==> config.mk <==
export PLATFORM = sky130hd
export DESIGN_NAME = sram_ctl
export DESIGN_NICKNAME = d
export VERILOG_FILES = /design/src/rtl/sram_ctl.v /design/src/rtl/sync_2ff.v
export VERILOG_INCLUDE_DIRS = /design/src /design/src/rtl
export SDC_FILE = /design/constraint.sdc
export NUM_CORES = 1
export LEC_CHECK = 0
export ABC_CLOCK_PERIOD_IN_PS = 1700
export BUFFER_PORTS_ARGS = -buffer_cell sky130_fd_sc_hd__buf_2
export CORE_UTILIZATION = 45
export DETAILED_ROUTE_END_ITERATION = 10
export PLACE_DENSITY = 0.75
export SYNTH_ARGS = -nofsm -noshare
export SYNTH_HDL_FRONTEND = slang
export SYNTH_SLANG_ARGS = --single-unit
==> constraint.sdc <==
create_clock -name clk_sys -period 1.7 [get_ports clk_sys]
set_input_delay 0.17 -clock clk_sys [delete_from_list [all_inputs] [get_ports clk_sys]]
set_output_delay 0.17 -clock clk_sys [all_outputs]
set_load 0.03 [all_outputs]
==> src/rtl/sram_ctl_map.vh <==
// Constants for the static memory port controller.
// Assumes a 100 MHz system clock; times are in ns, counts in clk_sys cycles.
`ifndef SRAM_CTL_MAP_VH
`define SRAM_CTL_MAP_VH
`define CLK_PERIOD_NS        10
`define READ_ACCESS_NS       55
`define OUT_FLOAT_NS         20
`define WRITE_PULSE_NS       40
`define DATA_SETUP_TIME_NS   25
`define WRITE_FLOAT_DELAY_NS 20
`define ADDR_HOLD_NS         10
// Least times round up to whole cycles
`define CYC_UP(t) (((t) + `CLK_PERIOD_NS - 1) / `CLK_PERIOD_NS)
`define READ_ACCESS_CYC      `CYC_UP(`READ_ACCESS_NS)
`define OUT_FLOAT_CYC        `CYC_UP(`OUT_FLOAT_NS)
`define WRITE_PULSE_CYC      `CYC_UP(`WRITE_FLOAT_DELAY_NS + `DATA_SETUP_TIME_NS)
`define DATA_SETUP_CYC       `CYC_UP(`DATA_SETUP_TIME_NS)
`define ADDR_HOLD_CYC        `CYC_UP(`ADDR_HOLD_NS)
`define ADDR_WIDTH           15
`define DATA_WIDTH           8
`define CNT_WIDTH            4
`endif

==> src/rtl/sram_ctl.v <==
// Host-side controller that drives an asynchronous byte-wide static memory.
// Assumes the memory is wired to the pin ports; the bench resolves the data bus
// from data_out and data_oe_n.
`timescale 1ns/1ps
`include "sram_ctl_map.vh"
module sram_ctl #(
  parameter ADDR_WIDTH = `ADDR_WIDTH,
  parameter DATA_WIDTH = `DATA_WIDTH
) (
  // Clock and reset
  input  wire                  clk_sys,
  input  wire                  rst,
  // User request
  input  wire                  req_valid,
  input  wire                  req_write,
  input  wire [ADDR_WIDTH-1:0] req_addr,
  input  wire [DATA_WIDTH-1:0] req_wdata,
  output wire                  req_ready,
  // User answer
  output reg                   rsp_valid,
  output reg  [DATA_WIDTH-1:0] rsp_rdata,
  // Memory pins
  output reg                   mem_select_n,
  output reg                   mem_strobe_n,
  output reg                   mem_gate_n,
  output reg  [ADDR_WIDTH-1:0] mem_addr,
  output reg  [DATA_WIDTH-1:0] data_out,
  output reg                   data_oe_n,
  input  wire [DATA_WIDTH-1:0] data_in
);
  localparam [2:0] ST_IDLE  = 3'h0;
  localparam [2:0] ST_READ  = 3'h1;
  localparam [2:0] ST_RFLT  = 3'h2;
  localparam [2:0] ST_WRITE = 3'h3;
  localparam [2:0] ST_WHOLD = 3'h4;
  // Cycle counts, cut to the counter width on purpose
  localparam [31:0]           READ_CNT_FULL  = `READ_ACCESS_CYC + 2;
  localparam [31:0]           FLT_CNT_FULL   = `OUT_FLOAT_CYC;
  localparam [31:0]           WRITE_CNT_FULL = `WRITE_PULSE_CYC;
  localparam [31:0]           HOLD_CNT_FULL  = `ADDR_HOLD_CYC;
  localparam [`CNT_WIDTH-1:0] READ_CNT       = READ_CNT_FULL[`CNT_WIDTH-1:0];
  localparam [`CNT_WIDTH-1:0] FLT_CNT        = FLT_CNT_FULL[`CNT_WIDTH-1:0];
  localparam [`CNT_WIDTH-1:0] WRITE_CNT      = WRITE_CNT_FULL[`CNT_WIDTH-1:0];
  localparam [`CNT_WIDTH-1:0] HOLD_CNT       = HOLD_CNT_FULL[`CNT_WIDTH-1:0];
  localparam [`CNT_WIDTH-1:0] ONE            = 4'h1;
  localparam [`CNT_WIDTH-1:0] ZERO           = 4'h0;

  // Sequencer
  reg  [2:0]            state;
  reg  [`CNT_WIDTH-1:0] count;
  reg  [2:0]            next_state;
  reg  [`CNT_WIDTH-1:0] next_count;
  wire                  count_done;
  // Next values of the answer and the pins
  reg                   next_rsp_valid;
  reg  [DATA_WIDTH-1:0] next_rsp_rdata;
  reg                   next_select_n;
  reg                   next_strobe_n;
  reg                   next_gate_n;
  reg  [ADDR_WIDTH-1:0] next_addr;
  reg  [DATA_WIDTH-1:0] next_data_out;
  reg                   next_data_oe_n;
  // Pin data after the synchroniser
  wire [DATA_WIDTH-1:0] data_sync;

  // Pin data passes two flip-flops before it is captured
  sync_2ff #(
    .WIDTH (DATA_WIDTH)
  ) sync_2ff_inst (
    .clk_sys (clk_sys),
    .rst     (rst),
    .d       (data_in),
    .q       (data_sync)
  );

  assign req_ready = (state == ST_IDLE);

  assign count_done = (count == ONE);

  // Next values; every register except rsp_valid keeps its level unless a state moves it; rsp_valid falls back to 0
  always @*
  begin
    next_state     = state;
    next_count     = count;
    next_rsp_valid = 1'b0;
    next_rsp_rdata = rsp_rdata;
    next_select_n  = mem_select_n;
    next_strobe_n  = mem_strobe_n;
    next_gate_n    = mem_gate_n;
    next_addr      = mem_addr;
    next_data_out  = data_out;
    next_data_oe_n = data_oe_n;
    case (state)
      ST_IDLE:
      begin
        if (req_valid)
        begin
          // Address set together with select fall
          next_addr     = req_addr;
          next_select_n = 1'b0;
          if (req_write)
          begin
            // Gate stays high so the memory floats before we drive
            next_gate_n    = 1'b1;
            next_strobe_n  = 1'b0;
            next_data_out  = req_wdata;
            next_data_oe_n = 1'b0;
            next_count     = WRITE_CNT;
            next_state     = ST_WRITE;
          end
          else
          begin
            next_strobe_n  = 1'b1;
            next_gate_n    = 1'b0;
            next_data_oe_n = 1'b1;
            next_count     = READ_CNT;
            next_state     = ST_READ;
          end
        end
      end
      ST_READ:
      begin
        if (count_done)
        begin
          // Synchronised byte is two cycles old, still past the access time
          next_rsp_rdata = data_sync;
          next_rsp_valid = 1'b1;
          next_gate_n    = 1'b1;
          next_select_n  = 1'b1;
          next_count     = FLT_CNT;
          next_state     = ST_RFLT;
        end
        else
          next_count = count - ONE;
      end
      ST_RFLT:
      begin
        // Wait until the memory has released the bus
        if (count_done)
          next_state = ST_IDLE;
        else
          next_count = count - ONE;
      end
      ST_WRITE:
      begin
        if (count_done)
        begin
          // Strobe alone ends the write; select rises one cycle later
          next_strobe_n = 1'b1;
          next_count    = HOLD_CNT;
          next_state    = ST_WHOLD;
        end
        else
          next_count = count - ONE;
      end
      ST_WHOLD:
      begin
        // Data and address held past the terminating edge
        if (count_done)
        begin
          next_select_n  = 1'b1;
          next_data_oe_n = 1'b1;
          next_state     = ST_IDLE;
        end
        else
          next_count = count - ONE;
      end
      default:
        next_state = ST_IDLE;
    endcase
  end

  // Sequencer registers
  always @(posedge clk_sys or posedge rst)
  begin
    if (rst)
    begin
      state <= ST_IDLE;
      count <= ZERO;
    end
    else
    begin
      state <= next_state;
      count <= next_count;
    end
  end

  // User answer registers
  // Read byte holds until the next read answer
  always @(posedge clk_sys or posedge rst)
  begin
    if (rst)
    begin
      rsp_valid <= 1'b0;
      rsp_rdata <= {DATA_WIDTH{1'b0}};
    end
    else
    begin
      rsp_valid <= next_rsp_valid;
      rsp_rdata <= next_rsp_rdata;
    end
  end

  // Memory pin registers; select high in reset keeps the memory in standby
  always @(posedge clk_sys or posedge rst)
  begin
    if (rst)
    begin
      mem_select_n <= 1'b1;
      mem_strobe_n <= 1'b1;
      mem_gate_n   <= 1'b1;
      mem_addr     <= {ADDR_WIDTH{1'b0}};
      data_out     <= {DATA_WIDTH{1'b0}};
      data_oe_n    <= 1'b1;
    end
    else
    begin
      mem_select_n <= next_select_n;
      mem_strobe_n <= next_strobe_n;
      mem_gate_n   <= next_gate_n;
      mem_addr     <= next_addr;
      data_out     <= next_data_out;
      data_oe_n    <= next_data_oe_n;
    end
  end
endmodule // sram_ctl

==> src/rtl/sync_2ff.v <==
// Two flip-flop synchroniser for a bus of pin inputs.
// Assumes the inputs are asynchronous to clk_sys.
`timescale 1ns/1ps
module sync_2ff #(
  parameter WIDTH = 8
) (
  // Clock and reset
  input  wire             clk_sys,
  input  wire             rst,
  // Data
  input  wire [WIDTH-1:0] d,
  output reg  [WIDTH-1:0] q
);
  reg [WIDTH-1:0] meta;
  always @(posedge clk_sys or posedge rst)
  begin
    if (rst)
    begin
      meta <= {WIDTH{1'b0}};
      q    <= {WIDTH{1'b0}};
    end
    else
    begin
      meta <= d;
      q    <= meta;
    end
  end
endmodule // sync_2ff
# == After elaboration in Yosys (flattened, before gate mapping) ==
# Cells that the tools add are included.
# classes
add_sub_neg,1
n_eq_ne,12
mux,24
n_reduce_logical,17
# op_table
op,n
$mux 4,5
$reduce_and 3->1,6
$pmux 4 s4,1
$mux 3,4
$pmux 3 s4,1
$ne 2x2->1 const B,5
$mux 1,8
$pmux 1 s2,4
$reduce_bool 2->1,4
$eq 3x2->1 const B,2
$eq 4x1->1 const B,1
$ne 2x1->1 const B,2
$reduce_and 2->1,2
$reduce_and 4->1,1
$reduce_bool 4->1,1
$reduce_or 2->1,2
$sub 4x1->4 const B,1
$eq 3x1->1 const B,1
$eq 3x3->1 const B,1
$logic_not 3->1,1
$mux 2,1
# totals
ff_bits,59
input_bits,35
elab_cells,66

# == Depth between registers and ports, before layout ==
# Gate-level depths: netlist of the first run.
# depth
depth_word,4
ltp_mapped,7
depth_no_buf,6

# == By module ==
# Synthesis of the first run repeated with hierarchy kept, for this count alone.
# unflattened
cells_unflattened,173
area_unflattened_um2,2347.3
# modules_own_cells
mod,instances,cells_each,area_per_inst_um2,seq_area_each_um2
sram_ctl,1,156,1943.1,1081.0
sync_2ff,1,17,404.1,400.4

# == Worst setup path after synthesis of the first run ==
# OpenSTA, ideal clock, no wires.
# synth_timing
path_type,register to register
startpoint,register state[0]
endpoint,register mem_addr[10]
arrival_time_ps,2073
required_time_ps,1575
setup_slack_ps,-498
path_stages_with_launch,6
cell_sequence,dfrtp_1 > nor3_1 > and2_1 > buf_2 > buf_2 > mux2_2
# synth_between
elab_chain_cells,2
# synth_rtl
item,line,source
from (decl),sram_ctl.v:49,reg [2:0] state;
from (signal assigned),sram_ctl.v:183,state <= next_state;
$logic_not 3->1,--,
net req_ready,sram_ctl.v:18,"output wire req_ready,"
$reduce_and 2->1 (no source line),--,
to (signal assigned),sram_ctl.v:212,mem_addr <= {ADDR_WIDTH{1'b0}};
to (signal assigned),sram_ctl.v:221,mem_addr <= next_addr;
to (decl),sram_ctl.v:26,"output reg [ADDR_WIDTH-1:0] mem_addr,"
# The timed path passes the listed nets, and every way through them passes these cells.
# A chain may end at the register's enable or synchronous reset.

# == Worst setup path in the final report of the first run ==
# layout_timing
startpoint,register count[1]
endpoint,register rsp_rdata[2]
# layout_between
elab_chain_cells,2
# layout_rtl
item,line,source
from (decl),sram_ctl.v:50,reg [`CNT_WIDTH-1:0] count;
from (signal assigned),sram_ctl.v:184,count <= next_count;
$eq 4x1->1,sram_ctl.v:78,assign count_done = (count == ONE);
$reduce_and 2->1 (no source line),--,
to (signal assigned),sram_ctl.v:195,rsp_rdata <= {DATA_WIDTH{1'b0}};
to (signal assigned),sram_ctl.v:200,rsp_rdata <= next_rsp_rdata;
to (decl),sram_ctl.v:21,"output reg [DATA_WIDTH-1:0] rsp_rdata,"
# No other way between the ends.

==> impl_metrics.csv, run 1 <==
group,metric,value,unit
sta,hold_viol,0,
pwr,p_per_area,2090,nW/um^2
synthesis,synth_area,2280,sq um
pwr,seqPwrFrac,34.0,%
drt,wl_per_cell,14.1,um
pwr,swShare,40.4,%
global_route,grt_usage,19.8,%
synthesis,postSynthCellCount,161,
drt,route.vias.total,1625,
sta,maxSlewHeadroom,72.9,%
synthesis,ys_seq_area_share,64.8,%
status,status,"finished, violations left",
status,violations,"negative setup slack",
pwr,leakage,1.50,nW
floorplan,core_area,4820,sq um
floorplan,io-pin-count,72,
drt,via_per_inst,4.88,
synthesis,synth.largest_area_cell,"dfrtp_1",
global_route,grt_pass1_wl,7800,um
synthesis,synth_edf_count,0,
drt,ant_nets,0,
floorplan,chipHeight,73.3,um
placement,io_buffers,71,
pwr,p_clk_share,19.0,%
drt,drt_iter0_drc,101,
pwr,power.internal,3.99,mW
cells_and_area,nets,298,
synthesis,avgSynthCellArea,14.2,sq um
setup_path,startpoint_type,"flip-flop",
clock_tree,clock_path_buffers,2,
sta,finClkSkew,7.21,ps
setup_path,rr_worst_depth,6,
global_route,grt-ovfl-total,0,
setup_path,endpoint_kind,"flip-flop",
setup_path,crit_end,"rsp_rdata[2]",
clock_tree,root_buffer,"clkbuf_8",
sta,setup_viol,7,
synthesis,netlist_top_cells_count,"dfrtp_1 (55), mux2_2 (31), nor2_1 (8)",
cells_and_area,seqCellArea,1480,sq um
drt,finalWirelength,4710,um
sta,rsz0062_at_grt,"true",
sta,tightest_slew,406,ps
sta,setup_slack,-40.2,ps
drt,drc_errors,0,
setup_path,cp_max_fo,10,
setup_path,critPathRequiredTime,1910,ps
sta,clock.fmax,0.575,GHz
setup_path,worstReg2RegStart,"count[1]",
pwr,p_comb_share,47.0,%
cells_and_area,area_delta_synth_final,40.4,%
global_route,grt_max_degree,42,
sta,drv_slew,0,
clock_tree,clock_latency,330,ps
floorplan,rows,25,
synthesis,synth.net_count,198,
setup_path,worstPathArrival,1960,ps
synthesis,synth.area.top_cells,"dfrtp_1 (60%), mux2_2 (15%), dfstp_2 (4.6%), buf_2 (1.5%), nand2b_1 (1.4%)",
cells_and_area,antenna_cells,0,
synthesis,synth_top_area_share,60.2,%
sta,totalNegativeSetupSlack,-138,ps
run,maxCapViolCount,0,
sta,holdWs,70.2,ps
placement,gp_congestion,0.888,
sta,period_needed,1740,ps
setup_path,r2r-end,"rsp_rdata[2]",
setup_path,critical_path_class,"flip-flop to flip-flop",
clock_tree,clkTransAtPathRegs,70,ps
synthesis,synth_ff_type,"dfrtp_1",
cells_and_area,multiInputGateArea,807,sq um
global_route,antenna_found_initial,0,
hold_path,hold_start,"req_wdata[3]",
clock_tree,cts_setup_buffers,0,
cells_and_area,nFillCells,376,
synthesis,ys_ff_latch,59,
hold_path,worstHoldPathCells,2,
setup_path,crit_start,"count[1]",
pwr,switchingPower,2.71,mW
synthesis,synth.distinct_cells,32,
floorplan,dieArea,5370,sq um
hold_path,hp-class,"input port to flip-flop",
placement,detailed_place_hpwl,3180,um
clock_tree,cts_buffers,9,
pwr,ir_worst_vdd,1.24,mV
clock_tree,htreeDepth,3,
setup_path,reg2reg_slack,-40,ps
clock_tree,cts_tree,"built",
global_route,grt_pass1_vias,1752,
synthesis,synth.most_common_cell,"dfrtp_1",
drt,firstDrtPassIters,4,
floorplan,die_w,73.3,um
sta,min_period_over_period,102,%
synthesis,synthArstFlopShare,100,%
synthesis,synth_warnings,0,
clock_tree,clock_sinks,59,
floorplan,start_util,47.4,%
cells_and_area,drive_gt1_share,56.0,%
-- cells in the final DEF (no fill, tap or decap), types with 2 or more instances in the layout --
cell type / n
xnor2_1: 2
inv_1: 3
dlygate4sd3_1: 9
inv_2: 2
o2bb2ai_1: 2
clkinv_2: 2
a211oi_1: 3
nor3_4: 2
dfrtp_1: 55
nand2_1: 3
buf_4: 12
mux2_2: 26
nor3_1: 2
clkinvlp_4: 2
o21ai_0: 4
dfstp_2: 4
a21oi_1: 3
buf_12: 4
nor2_1: 8
o22ai_1: 3
nand2b_1: 5
buf_2: 71
a22o_1: 2
mux2_4: 5
clkbuf_8: 10
o21bai_1: 3
-- layout make-up --
cell class	count	area share (%)
inverters	5	0.585
clock inverters	6	1.99
well taps	67	2.61
multi-input cells	90	25.2
flip-flops and latches	59	46.2
clock buffers	10	4.29
repair buffers	96	19.2
-- per-layer routing --
metal  part of all wire, %  up-vias  wire length [um]  track usage (%)
met5                     0        -                 0                0
met1                    44      796              2050             24.8
li1                      -      775                 -                -
met2                    49       49              2320             31.3
met3                   6.5        5               306             7.41
met4                  0.66        0                31             7.84
-- critical path: stages, from the launching register on --
cell	delay, ps
dfrtp_1	390
inv_2	80
ha_4	120
or3b_4	390
nor3_4	160
buf_12	160
mux2_2	330
-- what timing repair did --
action / in CTS / in global routing
endpoints found under the setup margin: 9 / 13
hold buffers: 9 / 0
hold endpoints to repair: 26 / 0
resized for setup: 3 / 3
-- cells by family (layout without fill, tap and decap cells) --
| kind of cell | count (synthesis) | in the layout | share of synthesized area (%) |
|---|---|---|---|
| AND/OR/NAND/NOR | 28 | 28 | 7.23 |
| flip-flops | 59 | 59 | 64.8 |
| buffers and inverters | 12 | 117 | 2.35 |
| XOR/XNOR | 2 | 2 | 0.767 |
| adder cells (fa/ha/maj) | 2 | 2 | 1.10 |
| multiplexers | 33 | 33 | 16.2 |
| AO/OA/AOI/OAI | 25 | 25 | 7.56 |
-- registers in the layout, summed over array words and instances, names as in the netlist --
name and count:
mem_addr 15, data_out 8, rsp_rdata 8, sync_2ff_inst.meta 8
sync_2ff_inst.q 8, count 4, state 3, data_oe_n 1
mem_gate_n 1, mem_select_n 1, mem_strobe_n 1, rsp_valid 1
-- worst min path at each step --
stage                            end  slack, ps
3_5_place_dp             data_out[4]        190
3_3_place_gp             data_out[4]        190
5_1_grt                  data_out[3]         60
2_1_floorplan  sync_2ff_inst.meta[0]        200
6_report                 data_out[3]         70
4_1_cts                  data_out[3]         50
-- power by group through the flow --
stage / Clock, mW / Sequential, mW / Combinational (mW)
floorplan: 0 / 3.12 / 1.32
global placement: 0 / 2.27 / 3.04
detailed placement: 0 / 2.29 / 3.09
CTS: 1.31 / 2.28 / 3.15
global route: 1.36 / 2.34 / 3.38
finish: 1.28 / 2.28 / 3.15
-- per-stage QoR --
step	instance area (sq um)	std cells	power [mW]	util, %	setup slack (ps)
2_1_floorplan	2340	161	4.44	-	-151
3_3_place_gp	2900	308	5.31	60.1	-9.65
3_5_place_dp	2900	308	5.38	60.1	-62.3
4_1_cts	3200	333	6.73	66.4	-42.7
5_1_grt	3210	333	7.09	66.6	-92.2
6_report	3210	333	6.70	66.6	-40.2
Power figures use the tool's default switching activity.
==> run 2, diff against run 1 <==
ABC_CLOCK_PERIOD_IN_PS = 1800   (was 1700)
CORE_UTILIZATION = 50   (was 45)
PLACE_DENSITY = 0.78   (was 0.75)
RECOVER_POWER = 25   (was not set)
clock period = 1.8 ns   (was 1.7 ns; I/O delays follow)
==> impl_metrics.csv, run 2 (synthesis gave the netlist of run 1 again) <==
group,metric,value,unit
cells_and_area,area_delta_synth_final,38.2,%
global_route,grt_pass1_wl,8060,um
drt,firstDrtPassIters,4,
floorplan,dieArea,4840,sq um
sta,maxSlewHeadroom,48.3,%
setup_path,startpoint_type,"flip-flop",
sta,rsz0062_at_grt,"true",
drt,drt_iter0_drc,93,
pwr,p_per_area,2030,nW/um^2
sta,finClkSkew,9.24,ps
clock_tree,clock_sinks,59,
global_route,grt_usage,21.9,%
drt,finalWirelength,4720,um
floorplan,start_util,52.1,%
clock_tree,htreeDepth,3,
setup_path,worstPathArrival,1970,ps
cells_and_area,nFillCells,293,
sta,tightest_slew,775,ps
cells_and_area,layout_common_cells,"buf_2 (71), dfrtp_1 (55), mux2_2 (29)",
cells_and_area,utilization,72.0,%
setup_path,endpoint_kind,"flip-flop",
global_route,grt_max_degree,60,
clock_tree,clock_path_buffers,2,
sta,drv_slew,0,
cells_and_area,drive_gt1_share,54.5,%
placement,gp_congestion,0.870,
global_route,grt_pass1_vias,1758,
floorplan,rows,24,
placement,dp_cells,291,
cells_and_area,antenna_cells,0,
clock_tree,clock_latency,330,ps
sta,clock.fmax,0.566,GHz
placement,io_buffers,71,
floorplan,die_w,69.6,um
clock_tree,root_buffer,"clkbuf_8",
cells_and_area,nets,296,
sta,hold_viol,0,
clock_tree,cts_setup_buffers,0,
drt,wl_per_cell,14.9,um
drt,ant_nets,0,
sta,setup_viol,0,
hold_path,hp-class,"input port to flip-flop",
setup_path,critPathRequiredTime,2010,ps
status,status,"finished clean",
drt,route.vias.total,1641,
sta,totalNegativeSetupSlack,0,ps
setup_path,critical_path_class,"flip-flop to flip-flop",
sta,min_period_over_period,98.1,%
drt,drc_errors,0,
cells_and_area,instances_no_fill,316,
floorplan,io-pin-count,72,
floorplan,chipHeight,69.6,um
pwr,ir_worst_vdd,1.21,mV
clock_tree,cts_tree,"built",
run,maxCapViolCount,0,
sta,holdWs,75.9,ps
floorplan,core_area,4380,sq um
clock_tree,clkTransAtPathRegs,70,ps
placement,detailed_place_hpwl,3160,um
cells_and_area,layout_commonest_cell,"buf_2",
setup_path,cp_max_fo,10,
sta,period_needed,1770,ps
pwr,leakage,1.49,nW
clock_tree,cts_buffers,9,
global_route,antenna_found_initial,0,
cells_and_area,regMostFlops,"mem_addr",
global_route,grt-ovfl-total,0,
cells_and_area,largest_register_ffs,15,
drt,via_per_inst,5.19,
## run 2: worst paths after layout
check / slack (ps) / start / cells past startpoint / endpoint
setup / recovery: 30 / count[1] / 6 / rsp_rdata[3]
hold / removal: 80 / req_wdata[1] / 2 / data_out[1]
setup reg to reg: 30 / count[1] / 6 / rsp_rdata[3]
hold reg to reg: 350 / sync_2ff_inst.meta[6] / 0 / sync_2ff_inst.q[6]
max in group asynchronous: 630 / rst / 4 / data_out[3]
min in group asynchronous: 670 / rst / 4 / count[1]
## run 2: critical path, cell delays in order, from the launching register on
cell and delay (ps):
dfrtp_1 390, inv_2 90, ha_4 130, or3b_4 390
nor3_4 160, buf_12 150, mux2_2 330
## run 2: area by class of cell
type,count,area [sq um],area share [%]
Inverter,5,18.8,0.594
Multi-Input combinational cell,90,798,25.3
Clock inverter,4,73.8,2.34
Tap cell,52,65.1,2.06
Clock buffer,12,145,4.60
Sequential cell,59,1480,46.9
Timing Repair Buffer,94,576,18.2
## run 2: per-layer routing
layer	vias up	GRT usage [%]	share of wire, %
met4	0	11.3	2.5
li1	764	-	-
met2	49	35.4	51
met3	12	6.54	4.2
met1	816	26.6	43
met5	-	0	0
## run 2: power breakdown
part / internal (mW) / switching, mW
registers: 1.85 / 0.320
logic: 1.19 / 1.73
clock network: 0.818 / 0.490
## run 2: timing repair
| item | CTS | global route |
|---|---|---|
| hold buffers | 9 | 0 |
| hold endpoints to repair | 63 | 0 |
| endpoints found under the setup margin | 0 | 10 |
| resized for setup | 0 | 4 |
## run 2: through the flow
stage                     setup slack, ps  instance area (sq um)  power, mW
after floorplan                     -51.4                   2320       4.17
after global placement               62.3                   2850       4.96
after detailed placement             33.8                   2850       5.04
after CTS                            2.01                   3150       6.41
after global routing                -26.9                   3160       6.78
final                                34.4                   3160       6.41
==> run 3, diff against run 2 <==
ABC_CLOCK_PERIOD_IN_PS = not set   (was 1800)
SYNTH_HIERARCHICAL = 1   (was not set)
==> impl_metrics.csv, run 3 <==
group,metric,value,unit
clock_tree,clock_path_buffers,2,
cells_and_area,utilization,72.9,%
synthesis,synth.area.top_cells,"dfrtp_1 (59%), mux2_1 (8.6%), mux2_2 (6.7%), dfstp_2 (4.5%), a21oi_1 (1.9%)",
cells_and_area,antenna_cells,0,
clock_tree,clock_latency,330,ps
sta,clock.fmax,0.571,GHz
synthesis,synth_warnings,6,
sta,hold_viol,0,
clock_tree,htreeDepth,3,
clock_tree,root_buffer,"clkbuf_8",
synthesis,synth_top_area_share,58.6,%
cells_and_area,drive_gt1_share,47.5,%
synthesis,postSynthCellCount,173,
cells_and_area,area_delta_synth_final,38.0,%
run,maxCapViolCount,0,
synthesis,synth.net_count,210,
drt,route.vias.total,1782,
clock_tree,clock_sinks,59,
synthesis,synth-simple-area-share,8.48,%
setup_path,rr_worst_depth,7,
cells_and_area,nFillCells,303,
cells_and_area,largest_register_ffs,15,
sta,setup_viol,0,
setup_path,endpoint_kind,"flip-flop",
placement,io_buffers,71,
synthesis,ys_ff_latch,59,
clock_tree,cts_tree,"built",
sta,rsz0062_at_grt,"true",
setup_path,crit_start,"count[1]",
placement,detailed_place_hpwl,3310,um
floorplan,start_util,52.8,%
synthesis,synthXorXnorAreaFrac,0,%
global_route,grt-ovfl-total,0,
synthesis,avgSynthCellArea,13.6,sq um
synthesis,synth.distinct_cells,42,
pwr,leakage,1.58,nW
drt,ant_nets,0,
placement,gp_congestion,0.923,
synthesis,synth_top_family_by_area,"multiplexers",
synthesis,synth.largest_area_cell,"dfrtp_1",
floorplan,core_area,4440,sq um
setup_path,worstReg2RegStart,"count[1]",
floorplan,die_w,70.5,um
synthesis,synth_mux_area_share,15.8,%
sta,tightest_slew,1060,ps
clock_tree,clkTransAtPathRegs,70,ps
drt,wl_per_cell,16.0,um
setup_path,cp_max_fo,6,
synthesis,synth_edf_count,0,
cells_and_area,layout_common_cells,"buf_2 (69), dfrtp_1 (54), mux2_1 (18)",
status,status,"finished, violations left",
drt,finalWirelength,5290,um
drt,firstDrtPassIters,7,
pwr,p_per_area,1960,nW/um^2
synthesis,synthArstFlopShare,100,%
hold_path,hp-class,"input port to flip-flop",
sta,period_needed,1750,ps
setup_path,critical_path_class,"flip-flop to flip-flop",
floorplan,rows,24,
global_route,grt_pass1_wl,8550,um
synthesis,ys_seq_area_share,63.1,%
synthesis,synth_area,2350,sq um
setup_path,critPathRequiredTime,2010,ps
global_route,grt_max_degree,44,
pwr,ir_worst_vdd,1.06,mV
synthesis,synth.most_common_cell,"dfrtp_1",
global_route,grt_usage,23.2,%
synthesis,synth_compound_area_share,8.21,%
sta,maxSlewHeadroom,29.3,%
global_route,grt_pass1_vias,1824,
drt,via_per_inst,5.40,
sta,totalNegativeSetupSlack,0,ps
setup_path,r2r-end,"count[0]",
cells_and_area,regMostFlops,"mem_addr",
sta,min_period_over_period,97.3,%
cells_and_area,layout_commonest_cell,"buf_2",
cells_and_area,nets,310,
clock_tree,cts_buffers,9,
sta,drv_slew,0,
drt,drc_errors,2,
global_route,antenna_found_initial,0,
synthesis,synth_ff_type,"dfrtp_1",
setup_path,startpoint_type,"flip-flop",
synthesis,synthAdderAreaFrac,1.07,%
synthesis,netlist_top_cells_count,"dfrtp_1 (55), mux2_1 (18), mux2_2 (14)",
drt,drt_iter0_drc,129,
setup_path,worstPathArrival,1960,ps
setup_path,crit_end,"count[0]",
status,violations,"design-rule violations",
floorplan,chipHeight,70.5,um
floorplan,dieArea,4970,sq um
sta,finClkSkew,7.46,ps
setup_path,reg2reg_slack,50,ps
floorplan,io-pin-count,72,
[run 3: changes by cell type after synthesis, moves of 3 or more]
cell      before  now
a211oi_1       3    0
a21oi_1        4    9
buf_2          7    3
inv_1          5    8
mux2_1         0   18
mux2_2        31   14
nand2_1        3    6
nand3_1        0    5
o21bai_1       3    0
[run 3: worst max-delay path: stages, from the launching register on]
cell and delay (ps):
dfrtp_1 400, inv_2 70, ha_2 180, nor3b_4 220, buf_6 150, nand2_1 50, a32o_1 250, mux2_1 310
[run 3: timing repair]
| item | in CTS | in global routing |
|---|---|---|
| pin swaps | 0 | 2 |
| resized for setup | 1 | 9 |
| buffers inserted | 0 | 3 |
| hold buffers | 9 | 0 |
| hold endpoints to repair | 54 | 0 |
| endpoints found under the setup margin | 1 | 5 |
[run 3: worst min path at each step]
stage,slack (ps),cells past startpoint,end,startpoint
6_report,60,2,mem_addr[8],req_addr[8]
3_5_place_dp,280,2,sync_2ff_inst/meta[6],rst
5_1_grt,50,2,mem_addr[8],req_addr[8]
3_3_place_gp,260,2,sync_2ff_inst/meta[3],rst
2_1_floorplan,90,1,sync_2ff_inst/meta[0],rst
4_1_cts,50,2,mem_addr[8],req_addr[8]
[run 3: stage by stage]
step	setup slack [ps]	cell area (sq um)	std cells	total power, mW	hold WS (ps)
global route	-25.2	3240	330	6.68	45.4
floorplan	68.9	2350	173	3.94	93.7
global placement	122	2860	302	4.70	260
CTS	0.639	3200	327	6.29	52.6
detailed placement	47.4	2860	302	4.75	281
finish	48.0	3240	330	6.35	59.4
[run 3: power breakdown]
part	leakage (nW)	internal (mW)	switching (mW)
registers	0.702	1.83	0.287
clock network	0.119	0.916	0.525
logic	0.760	1.11	1.69
[run 3: routing by layer]
layer / global-route usage [%] / vias to the layer above / part of all wire [%]
li1: - / 809 / -
met1: 28.7 / 888 / 41
met2: 36.6 / 69 / 52
met3: 8.80 / 16 / 5.6
met4: 9.98 / 0 / 1.8
met5: 0 / - / 0
[run 3: cell families after synthesis]
logic type      count (synthesis)
simple gates                   36
compound gates                 27
mux                            33
flops                          59
buf+inv                        16
fa+ha+maj                       2
[run 3: final cells by class]
type / count / area [sq um] / share of cell area, %
Tap cell: 52 / 65.1 / 2.01
Inverter: 8 / 30.0 / 0.927
Clock buffer: 9 / 124 / 3.83
Multi-Input combinational cell: 98 / 807 / 24.9
Clock inverter: 7 / 116 / 3.59
Timing Repair Buffer: 97 / 613 / 18.9
Sequential cell: 59 / 1480 / 45.8
